### src/rtl/scrp_regs.svh
`ifndef SCRP_REGS_SVH
`define SCRP_REGS_SVH

// command codes
`define SCRP_CMD_READ 8'h03
`define SCRP_CMD_WRITE 8'h02

// register offsets
`define SCRP_REG_START 8'h01
`define SCRP_REG_IRQ_STAT 8'h7c
`define SCRP_REG_IRQ_MASK 8'h7d
`define SCRP_ADDR_TOP 8'hff

// field positions
`define SCRP_START_RUN_BIT 0
`define SCRP_WAKE_BIT 4

// reset values
`define SCRP_START_RST 1'b1
`define SCRP_STAT_RST 5'h00
`define SCRP_MASK_RST 5'h00
`define SCRP_PIN_IDLE 4'h5

// timing
`define SCRP_SCK_MAX_HZ 25000000
`define SCRP_REF_HZ 25000000
`define SCRP_STRAP_WAIT 2'h3

`endif

### src/rtl/scrp_pkg.sv
package scrp_pkg;

    typedef enum logic [2:0] {
        st_cmd,
        st_addr_rd,
        st_addr_wr,
        st_read,
        st_write,
        st_skip
    } scrp_state_e;

    typedef struct packed {
        logic sck;
        logic cs_n;
        logic sdi;
        logic sdo;
    } scrp_pins_s;

    typedef logic [7:0] scrp_byte_t;

endpackage

### src/rtl/scrp_mem.sv
module scrp_mem (
    input logic ref_clk,
    input logic clk_en,
    input logic wr_en,
    input scrp_pkg::scrp_byte_t wr_addr,
    input scrp_pkg::scrp_byte_t wr_data,
    input scrp_pkg::scrp_byte_t rd_addr,
    output scrp_pkg::scrp_byte_t rd_data
);

    scrp_pkg::scrp_byte_t mem [0:255];

    // no reset on the array: contents are undefined until written
    always_ff @(posedge ref_clk) begin
        if (clk_en && wr_en) begin
            mem[wr_addr] <= wr_data;
        end
    end

    always_ff @(posedge ref_clk) begin
        if (clk_en) begin
            rd_data <= mem[rd_addr];
        end
    end

endmodule // scrp_mem

### src/rtl/scrp_top.sv
// Function
// only read 03 and write 02 commands
// address counter increments after each byte
// burst read shifts out next address
// burst write stores to next address
// select high ends the operation
// host toggles select before new command
// address counter wraps top to zero
// serial clock at most 25 MHz; the oversampler needs it well below the 25 MHz ref_clk
// host keeps bursts fast enough
// data input sampled on rising edge
// data output changes on falling edge
// low output pin at strap selects client
// start bit resets one, zero stops
// random access to every register address
// mask bits enable interrupt conditions
// status bits record interrupt conditions
// reading status clears interrupt bits
// mask bit four enables wake output
// status bit four records wake, cleared
// active-low outputs follow masked status
// one address byte, msb first

`include "scrp_regs.svh"

module scrp_top (
    input logic ref_clk,
    input logic rst,
    input logic clk_en,
    input logic serial_clk,
    input logic client_select_n,
    input logic host_out_data,
    input logic serial_data_out_in,
    output logic serial_data_out,
    output logic serial_data_out_oe,
    input logic [3:0] irq_event,
    input logic wake_event,
    output logic switch_run,
    output logic irq_out_n,
    output logic wake_event_out_n
);

    ////////////////////////////////////////////////////////////////////////////
    // decoding helpers

    function automatic logic is_special(input scrp_pkg::scrp_byte_t a);
        is_special = (a == `SCRP_REG_START) || (a == `SCRP_REG_IRQ_STAT) ||
            (a == `SCRP_REG_IRQ_MASK);
    endfunction

    function automatic scrp_pkg::scrp_byte_t reg_read(input scrp_pkg::scrp_byte_t a,
        input logic st, input logic [4:0] stat, input logic [4:0] mask);
        if (a == `SCRP_REG_START) begin
            reg_read = {7'h00, st};
        end else if (a == `SCRP_REG_IRQ_STAT) begin
            reg_read = {3'h0, stat};
        end else if (a == `SCRP_REG_IRQ_MASK) begin
            reg_read = {3'h0, mask};
        end else begin
            reg_read = 8'h00;
        end
    endfunction

    ////////////////////////////////////////////////////////////////////////////
    // pin synchronisers

    scrp_pkg::scrp_pins_s pin_raw, s1_ff, s2_ff, s3_ff, lvl_ff, nxt_lvl;
    logic sck_rise, sck_fall, cs_act;
    logic client_mode_ff, strap_done_ff;
    logic [1:0] strap_cnt_ff;

    assign pin_raw = '{sck: serial_clk, cs_n: client_select_n, sdi: host_out_data,
        sdo: serial_data_out_in};

    // ref_clk oversamples the serial clock, so it must run well below ref_clk
    genvar g;
    generate
        for (g = 0; g < 4; g++) begin : g_sync
            localparam logic [3:0] IDLE = `SCRP_PIN_IDLE;
            always_ff @(posedge ref_clk) begin
                if (rst) begin
                    s1_ff[g] <= IDLE[g];
                    s2_ff[g] <= IDLE[g];
                    s3_ff[g] <= IDLE[g];
                    lvl_ff[g] <= IDLE[g];
                end else if (clk_en) begin
                    s1_ff[g] <= pin_raw[g];
                    s2_ff[g] <= s1_ff[g];
                    s3_ff[g] <= s2_ff[g];
                    lvl_ff[g] <= nxt_lvl[g];
                end
            end
            // a change counts only once stages two and three agree
            assign nxt_lvl[g] = (s2_ff[g] == s3_ff[g]) ? s3_ff[g] : lvl_ff[g];
        end
    endgenerate

    assign sck_rise = !lvl_ff.sck && nxt_lvl.sck;
    assign sck_fall = lvl_ff.sck && !nxt_lvl.sck;
    assign cs_act = client_mode_ff && !nxt_lvl.cs_n;

    ////////////////////////////////////////////////////////////////////////////
    // strap capture: waits for the synchroniser to settle after reset

    always_ff @(posedge ref_clk) begin
        if (rst) begin
            strap_cnt_ff <= 2'h0;
            strap_done_ff <= 1'b0;
            client_mode_ff <= 1'b0;
        end else if (clk_en && !strap_done_ff) begin
            strap_cnt_ff <= strap_cnt_ff + 2'h1;
            if (strap_cnt_ff == `SCRP_STRAP_WAIT) begin
                strap_done_ff <= 1'b1;
                // filtered level, the flop only catches up one edge later
                client_mode_ff <= !nxt_lvl.sdo;
            end
        end
    end

    ////////////////////////////////////////////////////////////////////////////
    // command, address and data sequencing

    scrp_pkg::scrp_state_e state_ff, nxt_state;
    logic [2:0] bit_cnt_ff, nxt_cnt;
    scrp_pkg::scrp_byte_t rx_ff, nxt_rx, rx_byte, addr_ff, nxt_addr, addr_inc;
    scrp_pkg::scrp_byte_t mem_rdata, rd_byte, tx_ff;
    logic byte_done, wr_hit, rd_load, rd_shift, mem_wr, sdo_ff;
    logic start_ff;
    logic [4:0] stat_ff, mask_ff, stat_clr, nxt_stat;
    logic irq_n_ff, wake_n_ff;

    assign rx_byte = {rx_ff[6:0], nxt_lvl.sdi};
    assign byte_done = sck_rise && (bit_cnt_ff == 3'h7);
    assign addr_inc = (addr_ff == `SCRP_ADDR_TOP) ? 8'h00 : addr_ff + 8'h01;

    always_comb begin
        nxt_state = state_ff;
        nxt_cnt = bit_cnt_ff;
        nxt_rx = rx_ff;
        nxt_addr = addr_ff;
        if (!cs_act) begin
            nxt_state = scrp_pkg::st_cmd;
            nxt_cnt = 3'h0;
        end else if (sck_rise) begin
            nxt_rx = rx_byte;
            nxt_cnt = bit_cnt_ff + 3'h1;
            if (bit_cnt_ff == 3'h7) begin
                case (state_ff)
                    scrp_pkg::st_cmd: begin
                        if (rx_byte == `SCRP_CMD_READ) begin
                            nxt_state = scrp_pkg::st_addr_rd;
                        end else if (rx_byte == `SCRP_CMD_WRITE) begin
                            nxt_state = scrp_pkg::st_addr_wr;
                        end else begin
                            nxt_state = scrp_pkg::st_skip;
                        end
                    end
                    scrp_pkg::st_addr_rd: begin
                        nxt_addr = rx_byte;
                        nxt_state = scrp_pkg::st_read;
                    end
                    scrp_pkg::st_addr_wr: begin
                        nxt_addr = rx_byte;
                        nxt_state = scrp_pkg::st_write;
                    end
                    scrp_pkg::st_read: nxt_addr = addr_inc;
                    scrp_pkg::st_write: nxt_addr = addr_inc;
                    default: nxt_state = state_ff;
                endcase
            end
        end
    end

    always_ff @(posedge ref_clk) begin
        if (rst) begin
            state_ff <= scrp_pkg::st_cmd;
            bit_cnt_ff <= 3'h0;
            rx_ff <= 8'h00;
            addr_ff <= 8'h00;
        end else if (clk_en) begin
            state_ff <= nxt_state;
            bit_cnt_ff <= nxt_cnt;
            rx_ff <= nxt_rx;
            addr_ff <= nxt_addr;
        end
    end

    ////////////////////////////////////////////////////////////////////////////
    // register storage

    assign wr_hit = cs_act && byte_done && (state_ff == scrp_pkg::st_write);
    assign mem_wr = wr_hit && !is_special(addr_ff);

    // read port follows nxt_addr so data for addr_ff is ready one cycle on
    scrp_mem u_mem (
        .ref_clk(ref_clk),
        .clk_en(clk_en),
        .wr_en(mem_wr),
        .wr_addr(addr_ff),
        .wr_data(rx_byte),
        .rd_addr(nxt_addr),
        .rd_data(mem_rdata)
    );

    assign rd_byte = is_special(addr_ff) ?
        reg_read(addr_ff, start_ff, stat_ff, mask_ff) : mem_rdata;

    always_ff @(posedge ref_clk) begin
        if (rst) begin
            start_ff <= `SCRP_START_RST;
            mask_ff <= `SCRP_MASK_RST;
        end else if (clk_en && wr_hit) begin
            if (addr_ff == `SCRP_REG_START) begin
                start_ff <= rx_byte[`SCRP_START_RUN_BIT];
            end else if (addr_ff == `SCRP_REG_IRQ_MASK) begin
                mask_ff <= rx_byte[4:0];
            end
        end
    end

    ////////////////////////////////////////////////////////////////////////////
    // read shifter: loads on the first falling edge of each data byte

    assign rd_load = cs_act && sck_fall && (state_ff == scrp_pkg::st_read) &&
        (bit_cnt_ff == 3'h0);
    assign rd_shift = cs_act && sck_fall && (state_ff == scrp_pkg::st_read) &&
        (bit_cnt_ff != 3'h0);

    always_ff @(posedge ref_clk) begin
        if (rst) begin
            sdo_ff <= 1'b0;
            tx_ff <= 8'h00;
        end else if (clk_en) begin
            if (rd_load) begin
                sdo_ff <= rd_byte[7];
                tx_ff <= {rd_byte[6:0], 1'b0};
            end else if (rd_shift) begin
                sdo_ff <= tx_ff[7];
                tx_ff <= {tx_ff[6:0], 1'b0};
            end
        end
    end

    ////////////////////////////////////////////////////////////////////////////
    // interrupt status: a new event beats the clear from the same read

    assign stat_clr = (rd_load && (addr_ff == `SCRP_REG_IRQ_STAT)) ? 5'h1f : 5'h00;
    assign nxt_stat = (stat_ff & ~stat_clr) | {wake_event, irq_event};

    always_ff @(posedge ref_clk) begin
        if (rst) begin
            stat_ff <= `SCRP_STAT_RST;
            irq_n_ff <= 1'b1;
            wake_n_ff <= 1'b1;
        end else if (clk_en) begin
            stat_ff <= nxt_stat;
            irq_n_ff <= !(|(stat_ff[3:0] & mask_ff[3:0]));
            wake_n_ff <= !(stat_ff[`SCRP_WAKE_BIT] && mask_ff[`SCRP_WAKE_BIT]);
        end
    end

    assign serial_data_out = sdo_ff;
    assign serial_data_out_oe = client_mode_ff && !lvl_ff.cs_n;
    assign switch_run = start_ff;
    assign irq_out_n = irq_n_ff;
    assign wake_event_out_n = wake_n_ff;

    ////////////////////////////////////////////////////////////////////////////
    // assertions

    cmd_decode_a: assert property (@(posedge ref_clk) disable iff (rst)
        clk_en && cs_act && byte_done && state_ff == scrp_pkg::st_cmd &&
        rx_byte != `SCRP_CMD_READ && rx_byte != `SCRP_CMD_WRITE
        |=> state_ff == scrp_pkg::st_skip)
        else $error("unknown command not ignored");

    addr_step_a: assert property (@(posedge ref_clk) disable iff (rst)
        clk_en && wr_hit |=> addr_ff == (($past(addr_ff) == `SCRP_ADDR_TOP) ?
        8'h00 : $past(addr_ff) + 8'h01))
        else $error("address did not advance after byte");

    addr_wrap_a: assert property (@(posedge ref_clk) disable iff (rst)
        clk_en && cs_act && byte_done && state_ff == scrp_pkg::st_read &&
        addr_ff == `SCRP_ADDR_TOP |=> addr_ff == 8'h00)
        else $error("address did not wrap to zero");

    select_end_a: assert property (@(posedge ref_clk) disable iff (rst)
        clk_en && !cs_act |=> state_ff == scrp_pkg::st_cmd && bit_cnt_ff == 3'h0)
        else $error("select high did not end access");

    mask_write_a: assert property (@(posedge ref_clk) disable iff (rst)
        clk_en && wr_hit && addr_ff == `SCRP_REG_IRQ_MASK |=> mask_ff == $past(rx_byte[4:0]))
        else $error("mask write not stored");

    rise_sample_a: assert property (@(posedge ref_clk) disable iff (rst)
        clk_en && cs_act && sck_rise |=> rx_ff[0] == $past(nxt_lvl.sdi))
        else $error("input not sampled on rising edge");

    fall_only_a: assert property (@(posedge ref_clk) disable iff (rst)
        !(clk_en && (rd_load || rd_shift)) |=> $stable(sdo_ff))
        else $error("output changed off a falling edge");

    read_load_a: assert property (@(posedge ref_clk) disable iff (rst)
        clk_en && rd_load |=> sdo_ff == $past(rd_byte[7]) && tx_ff[7] == $past(rd_byte[6]))
        else $error("read byte not loaded");

    start_reset_a: assert property (@(posedge ref_clk) disable iff (rst)
        $past(rst) |-> start_ff && switch_run)
        else $error("switch not running after reset");

    read_clear_a: assert property (@(posedge ref_clk) disable iff (rst)
        clk_en && stat_clr[0] && irq_event == 4'h0 && !wake_event |=> stat_ff == 5'h00)
        else $error("status not cleared by read");

    event_sticky_a: assert property (@(posedge ref_clk) disable iff (rst)
        clk_en && irq_event[0] |=> stat_ff[0])
        else $error("event not recorded");

    irq_pin_a: assert property (@(posedge ref_clk) disable iff (rst)
        clk_en && |(stat_ff[3:0] & mask_ff[3:0]) |=> !irq_out_n)
        else $error("interrupt output not asserted");

    wake_pin_a: assert property (@(posedge ref_clk) disable iff (rst)
        clk_en && !mask_ff[`SCRP_WAKE_BIT] |=> wake_event_out_n)
        else $error("masked wake event reached output");

    strap_oe_a: assert property (@(posedge ref_clk) disable iff (rst)
        serial_data_out_oe |-> client_mode_ff && strap_done_ff)
        else $error("output driven outside client mode");

endmodule // scrp_top

### config.mk
export PLATFORM = sky130hd
export DESIGN_NAME = scrp_top
export DESIGN_NICKNAME = d
export VERILOG_FILES = /design/src/rtl/scrp_pkg.sv /design/src/rtl/scrp_mem.sv /design/src/rtl/scrp_top.sv
export VERILOG_INCLUDE_DIRS = /design/src /design/src/rtl
export SDC_FILE = /design/constraint.sdc
export NUM_CORES = 2
export LEC_CHECK = 0
export BUFFER_PORTS_ARGS = -buffer_cell sky130_fd_sc_hd__buf_2
export CAP_MARGIN = 20
export CORE_MARGIN = 5
export CORE_UTILIZATION = 65
export DETAILED_ROUTE_END_ITERATION = 16
export PLACE_DENSITY = 0.81
export SLEW_MARGIN = 20
export SYNTH_ARGS = -nofsm -noshare
export SYNTH_HDL_FRONTEND = slang
export SYNTH_HIERARCHICAL = 1
export SYNTH_SLANG_ARGS = --single-unit
### constraint.sdc
create_clock -name ref_clk -period 14.1 [get_ports ref_clk]
set_clock_uncertainty 0.1 [all_clocks]
set_input_delay 2.115 -clock ref_clk [delete_from_list [all_inputs] [get_ports ref_clk]]
set_output_delay 2.115 -clock ref_clk [all_outputs]
set_load 0.05 [all_outputs]
Word-level counts from Yosys, hierarchy flattened
Memory sizes are Yosys's and may differ from the RTL's. A register that Yosys moved wholly into a read port is not among the register bits.
Index checks and enable logic that the tools add are counted.
Word-level totals
  register bits after elaboration: 63
  bits in writable memories: 2048
  bits of input ports: 12
  output and inout port bits: 5
  logic and storage cells: 128
  memories: 1
Operators by class
  add/subtract/negate cells: 3
  eq/ne operators: 19
  multiplexer cells: 28
  bitwise operators: 5
  reduce and logical (&&, ||, !) cells: 42
Memory list
  u_mem.mem: depth 256, bits a word 8, read ports 1, clocked after Yosys merged registers in 1, wr ports 1, line scrp_mem.sv:11  | scrp_pkg::scrp_byte_t mem [0:255];
Operators with widths (count)
  $mux W8: 7
  $mux W3: 7
  $mux W5: 4
  $logic_and A1 B1 Y1: 17
  $eq A8 B2 Y1 const B: 2
  $eq A8 B7 Y1 const B: 2
  $pmux W8 S2: 1
  $logic_not A1 Y1: 9
  $pmux W3 S3: 1
  $add A8 B1 Y8 const B: 1
  $eq A8 B1 Y1 const B: 1
  $eq A8 B8 Y1 const B: 1
  $mux W1: 8
  $reduce_and A2 Y1: 4
  $eq A3 B2 Y1 const B: 2
  $eq A3 B3 Y1 const B: 2
  $logic_not A3 Y1: 2
  $reduce_and A3 Y1: 2
  $and A5 B5 Y5: 1
  $not A5 Y5: 1
  $or A5 B5 Y5: 1
  $and A4 B4 Y4: 1
  $eq A1 B1 Y1: 4
  $ne A4 B1 Y1 const B: 1
  13 further kinds: 15

Depth between registers and ports, before layout
  depth in word-level cells: 12
  depth in mapped cells: 18
  mapped depth without buffers: 12

By module
The synthesis kept the hierarchy.
Modules (own cells, without submodules)
  scrp_mem: times used 1, cells an instance 3762, area each 79945.4 µm²
  scrp_top: times used 1, cells an instance 402, area each 3321.9 µm²

Worst setup path before layout
OpenSTA, ideal clock, no wires.
  path kind: register -> register
  start: reg s2_ff[1] (netlist name)
  end: reg u_mem.rd_data[2] (read register of u_mem.mem) (data pin)
  data arrival time: 6258 ps
  slack: 7482 ps
  cell stages (with the launch flop): 12
  path buffers: 4
  cells stage by stage: dfxtp_1 > maj3_1 > a32oi_1 > o21ai_0 > buf_6 > buf_8 > buf_6 > buf_4 > mux4_2 > a221oi_2 > o32ai_1 > o311a_1
RTL lines
  start: declaration: line scrp_top.sv:67  | scrp_pkg::scrp_pins_s pin_raw, s1_ff, s2_ff, s3_ff, lvl_ff, nxt_lvl;
  start signal: indexed assignment: line scrp_top.sv:83  | s2_ff[g] <= IDLE[g];
  start signal: indexed assignment: line scrp_top.sv:88  | s2_ff[g] <= s1_ff[g];
  end: declaration: line scrp_mem.sv:8  | output scrp_pkg::scrp_byte_t rd_data

Final worst setup path
  start: reg state_ff[2]
  end: reg u_mem.rd_data[5] (read register of u_mem.mem) (data pin)
On the way
  cells in the longest elaborated chain, start to end: 6
RTL lines
  start: declaration: line scrp_top.sv:123  | scrp_pkg::scrp_state_e state_ff, nxt_state;
  start signal: assignment: line scrp_top.sv:176  | state_ff <= scrp_pkg::st_cmd;
  start signal: assignment: line scrp_top.sv:181  | state_ff <= nxt_state;
  $eq A3 B3 Y1 (tied with other cells): line scrp_top.sv:148  | case (state_ff)
  $reduce_or A2 Y1 (no line)
  $pmux W8 S2 (*): line scrp_top.sv:148
  $mux W8 (*): line scrp_top.sv:147  | if (bit_cnt_ff == 3'h7) begin
  $mux W8 (*): line scrp_top.sv:144  | end else if (sck_rise) begin
  $mux W8 (*): line scrp_top.sv:141  | if (!cs_act) begin
  named net nxt_addr[0]: line scrp_top.sv:125  | scrp_pkg::scrp_byte_t rx_ff, nxt_rx, rx_byte, addr_ff, nxt_addr, addr_inc;
Mark *: on every way through the listed nets, which the timed path passes. The rest lies on a longest branch.
A chain may end at the register's enable or synchronous reset.

==> impl_metrics.csv <==
group,metric,value,unit
outcome,outcome,"completed",
clock_tree,cts_tree,"built",
worst_setup_path,r2r_start,"state_ff[2]$_SDFFE_PP0P_",
sta,worst_pin_slew,1.344,ns
sta,fmax,144.5,MHz
yosys,synth_compound_area_share,4.392,%
yosys,yosys_warnings,6,
worst_setup_path,worst-endpoint-required,14.53,ns
floorplan,chipHeight,367.9,um
worst_hold_path,hold_class,"reg2reg",
yosys,synth_seq_area_share,75.64,%
clock_tree,cts.path.max_buffers,3,
global_routing,grt_max_degree,259,
yosys,synth_nets,4183,
yosys,synth_area_leaders,"edfxtp_1, mux4_2, mux2i_1",
worst_setup_path,max_stage_delay,0.99,ns
sta,fin_crit,6.921,ns
worst_setup_path,path_buf_inv,2,
clock_tree,cts_buffers,200,
worst_setup_path,path_cells,"or3b_2 > nand2_1 > a32oi_1 > o21ai_4 > buf_4 > buf_4 > mux4_2 > a22oi_1 > a21oi_1 > nor4_1 > nor3b_2",
route,ant_nets,0,
yosys,synth-adder-area-share,0.1427,%
clock_tree,cts_resized,0,
placed_design,port_buffers,16,
worst_setup_path,critical_path_class,"reg2reg",
route,routedWlPerCell,35.46,um
yosys,async_reset_ff_share,0,%
power,power.density,132.6,mW/mm^2
power,total_leakage_power,0.02963,uW
clock_tree,root_buffer,"clkbuf_16",
floorplan,start_util,65.38,%
floorplan,ios,17,
global_routing,grt_overflow_total,0,
yosys,synth_edf_count,2056,
floorplan,core-area,0.1274,mm^2
worst_setup_path,critPathMaxFanout,51,
sta,postLayoutSetupSlackWorst,7.179,ns
global_routing,grt_usage,31.60,%
placed_design,hpwl,117800,um
clock_tree,htree_levels,4,
flow_run,maxCapViolCount,0,
worst_setup_path,cp-end-kind,"flip-flop",
global_routing,antenna_found_initial,6,
worst_setup_path,start_kind,"flip-flop",
sta,maxSlewViolCount,0,
route,drtIter0Drc,7344,
finish,final_nets,4210,
route,vias,44560,
yosys,synth_top_family_by_area,"multiplexers",
floorplan,core.rowCount,131,
clock_tree,insertion_delay,0.86,ns
sta,grt_setup_unrepaired,"false",
yosys,synthCells,4164,
sta,post-route-period-util,49.08,%
floorplan,die_x,367.9,um
yosys,yosysTopAreaCellShare,74.15,%
floorplan,dieArea,0.1354,mm^2
worst_hold_path,whs_path_depth,2,
yosys,synth-seq-cells,2118,
route,viasPerCell,7.401,
global_routing,grt_pass1_vias,44270,
worst_setup_path,arrival,7.35,ns
worst_setup_path,critical-path-top-delay-family,"simple AND/OR/NAND/NOR gates",
yosys,synth_area,0.08327,mm^2
yosys,synth_mux_area_share,14.23,%
yosys,yosysTopAreaCell,"edfxtp_1",
sta,max-slew-margin-rel,9.567,%
sta,setup_viol,0,
clock_tree,post-cts-setup-buffers,0,
yosys,yosys_most_used_dff,"edfxtp_1",
yosys,synth-simple-area-share,3.455,%
placed_design,pre_cts_ws,7.414,ns
power,peakVddDrop,0.0001134,V
yosys,syn_avg_cell_area,20.00,um^2
route,drc_errors,0,
clock_tree,cts_sinks,2118,
worst_setup_path,cpMostUsedCell,"buf_4",
global_routing,grt_first_pass_wirelength,310000,um
worst_hold_path,hold_path.startpoint,"irq_out_n$_SDFFE_PP1P_",
yosys,synth_xor_xnor_area_share,0.02104,%
route,wl,213500,um
worst_setup_path,rr_worst_depth,11,
sta,setup_tns,0,ns
worst_setup_path,cp-startpoint,"state_ff[2]$_SDFFE_PP0P_",
clock_tree,clk_pin_slew_worst_paths,0.06,ns
placed_design,gp_congestion,0.8770,
sta,final_hold_viol_count,0,
finish,drive_gt1_share,18.70,%
worst_setup_path,slowest_stage,"nor4_1",
clock_tree,ctsHoldBuffers,0,
yosys,synth_cell_types,83,
finish,area_delta_synth_final,9.249,%
worst_setup_path,path_depth,11,
route,drtPass1Iterations,9,
-- logic make-up after synthesis --
| logic type | count (synthesis) |
|---|---|
| DFF | 2118 |
| adders and majority gates | 10 |
| muxes | 614 |
| AOI/OAI and AO/OA | 519 |
| xor gates and xnor gates | 2 |
| and+or+nand+nor | 618 |
| buffers and inverters | 283 |
-- tightest hold or removal path: stages, from the launching register on --
cell and delay (ns):
dfxtp_1 0.33, a21oi_1 0.07, nand2_1 0.05
-- through the flow --
stage | std cells | area [um^2] | util (%) | hold slack [ns] | power, uW
2_1_floorplan | 4164 | 83270 | - | 0.3377 | 6946
3_3_place_gp | 5648 | 84530 | 66.38 | 0.3515 | 6951
3_5_place_dp | 5648 | 84530 | 66.38 | 0.3621 | 6952
4_1_cts | 6017 | 90860 | 71.34 | 0.3751 | 12100
5_1_grt | 6020 | 90970 | 71.43 | 0.4038 | 12390
6_report | 6021 | 90970 | 71.43 | 0.3741 | 12060
-- Yosys cell counts, types with 28 or more instances --
library cell and n:
edfxtp_1 2056, mux4_2 397, nor2_1 325, mux2i_1 172, a22oi_1 143, clkbuf_1 123, a21oi_1 111, nand2_1 74
dfxtp_1 62, o22ai_1 46, mux4_1 45, nand3_1 45, o221ai_1 43, buf_2 38, o21ai_0 34, buf_6 29
nor4_1 28
-- cells in the final DEF (no fill, tap or decap), drive strengths merged, types with 6 or more instances in the layout --
cell    netlist  layout
o32ai         9       9
nor4         28      28
nor3         24      24
a221oi       17      17
or4           7       7
o31ai        11      11
mux2i       172     172
clkinv        1      91
or2           7       7
bufinv        0      14
nor2b        25      25
a211o         7       7
dfxtp        62      62
and2          8       8
clkbuf      128     251
mux4        442     442
o22ai        46      46
a22oi       143     143
a211oi       21      21
o211ai       12      12
nand2b       17      17
nand2        74      74
a311oi       13      13
nor2        325     325
a22o         16      16
nand3b       10      10
inv          17      28
ha            7       7
nand3        45      45
o221ai       43      43
o22a          6       6
o21ai        36      36
or3           6       6
nand4        16      16
a21oi       111     111
buf         133      89
nor3b         7       7
edfxtp     2056    2056
-- state kept, by name, indices dropped and copies added, names as in the netlist, 2 cells and up --
register / count
s2_ff: 4
strap_cnt_ff: 2
mask_ff: 5
rx_ff: 7
lvl_ff: 4
s1_ff: 4
stat_ff: 5
u_mem/rd_data: 8
u_mem/mem: 2048
tx_ff: 7
bit_cnt_ff: 3
s3_ff: 4
addr_ff: 8
state_ff: 3
-- power breakdown --
group          internal, uW  total (uW)  switching [uW]
logic                  5.65        17.4            11.7
registers              6800        6800            4.10
clock network          2910        5250            2330
-- final cells by class --
type / count / area (um^2)
fillers: 6892 / 36390
multi-input cells: 1763 / 18700
well taps: 1662 / 2079
diodes: 1 / 2.502
inverters: 18 / 67.56
repair buffers: 90 / 780.7
clock inverters: 119 / 1061
flip-flops and latches: 2118 / 63010
clock buffers: 250 / 5266
-- layer usage --
layer / part of all wire (%) / track usage [%] / vias to the layer above
met5: 0.081 / 0 / -
met4: 6.9 / 17.54 / 14
met3: 13 / 8.288 / 773
met2: 47 / 48.74 / 3725
met1: 33 / 41.94 / 22680
li1: - / - / 17380
-- worst paths after layout --
path                                endpoint  slack, ns
hold / removal        irq_out_n$_SDFFE_PP1P_       0.37
setup / recovery  u_mem/rd_data[5]$_DFFE_PP_       7.18
setup reg to reg  u_mem/rd_data[5]$_DFFE_PP_       7.18
hold reg to reg       irq_out_n$_SDFFE_PP1P_       0.37
Power figures use the tool's default switching activity.
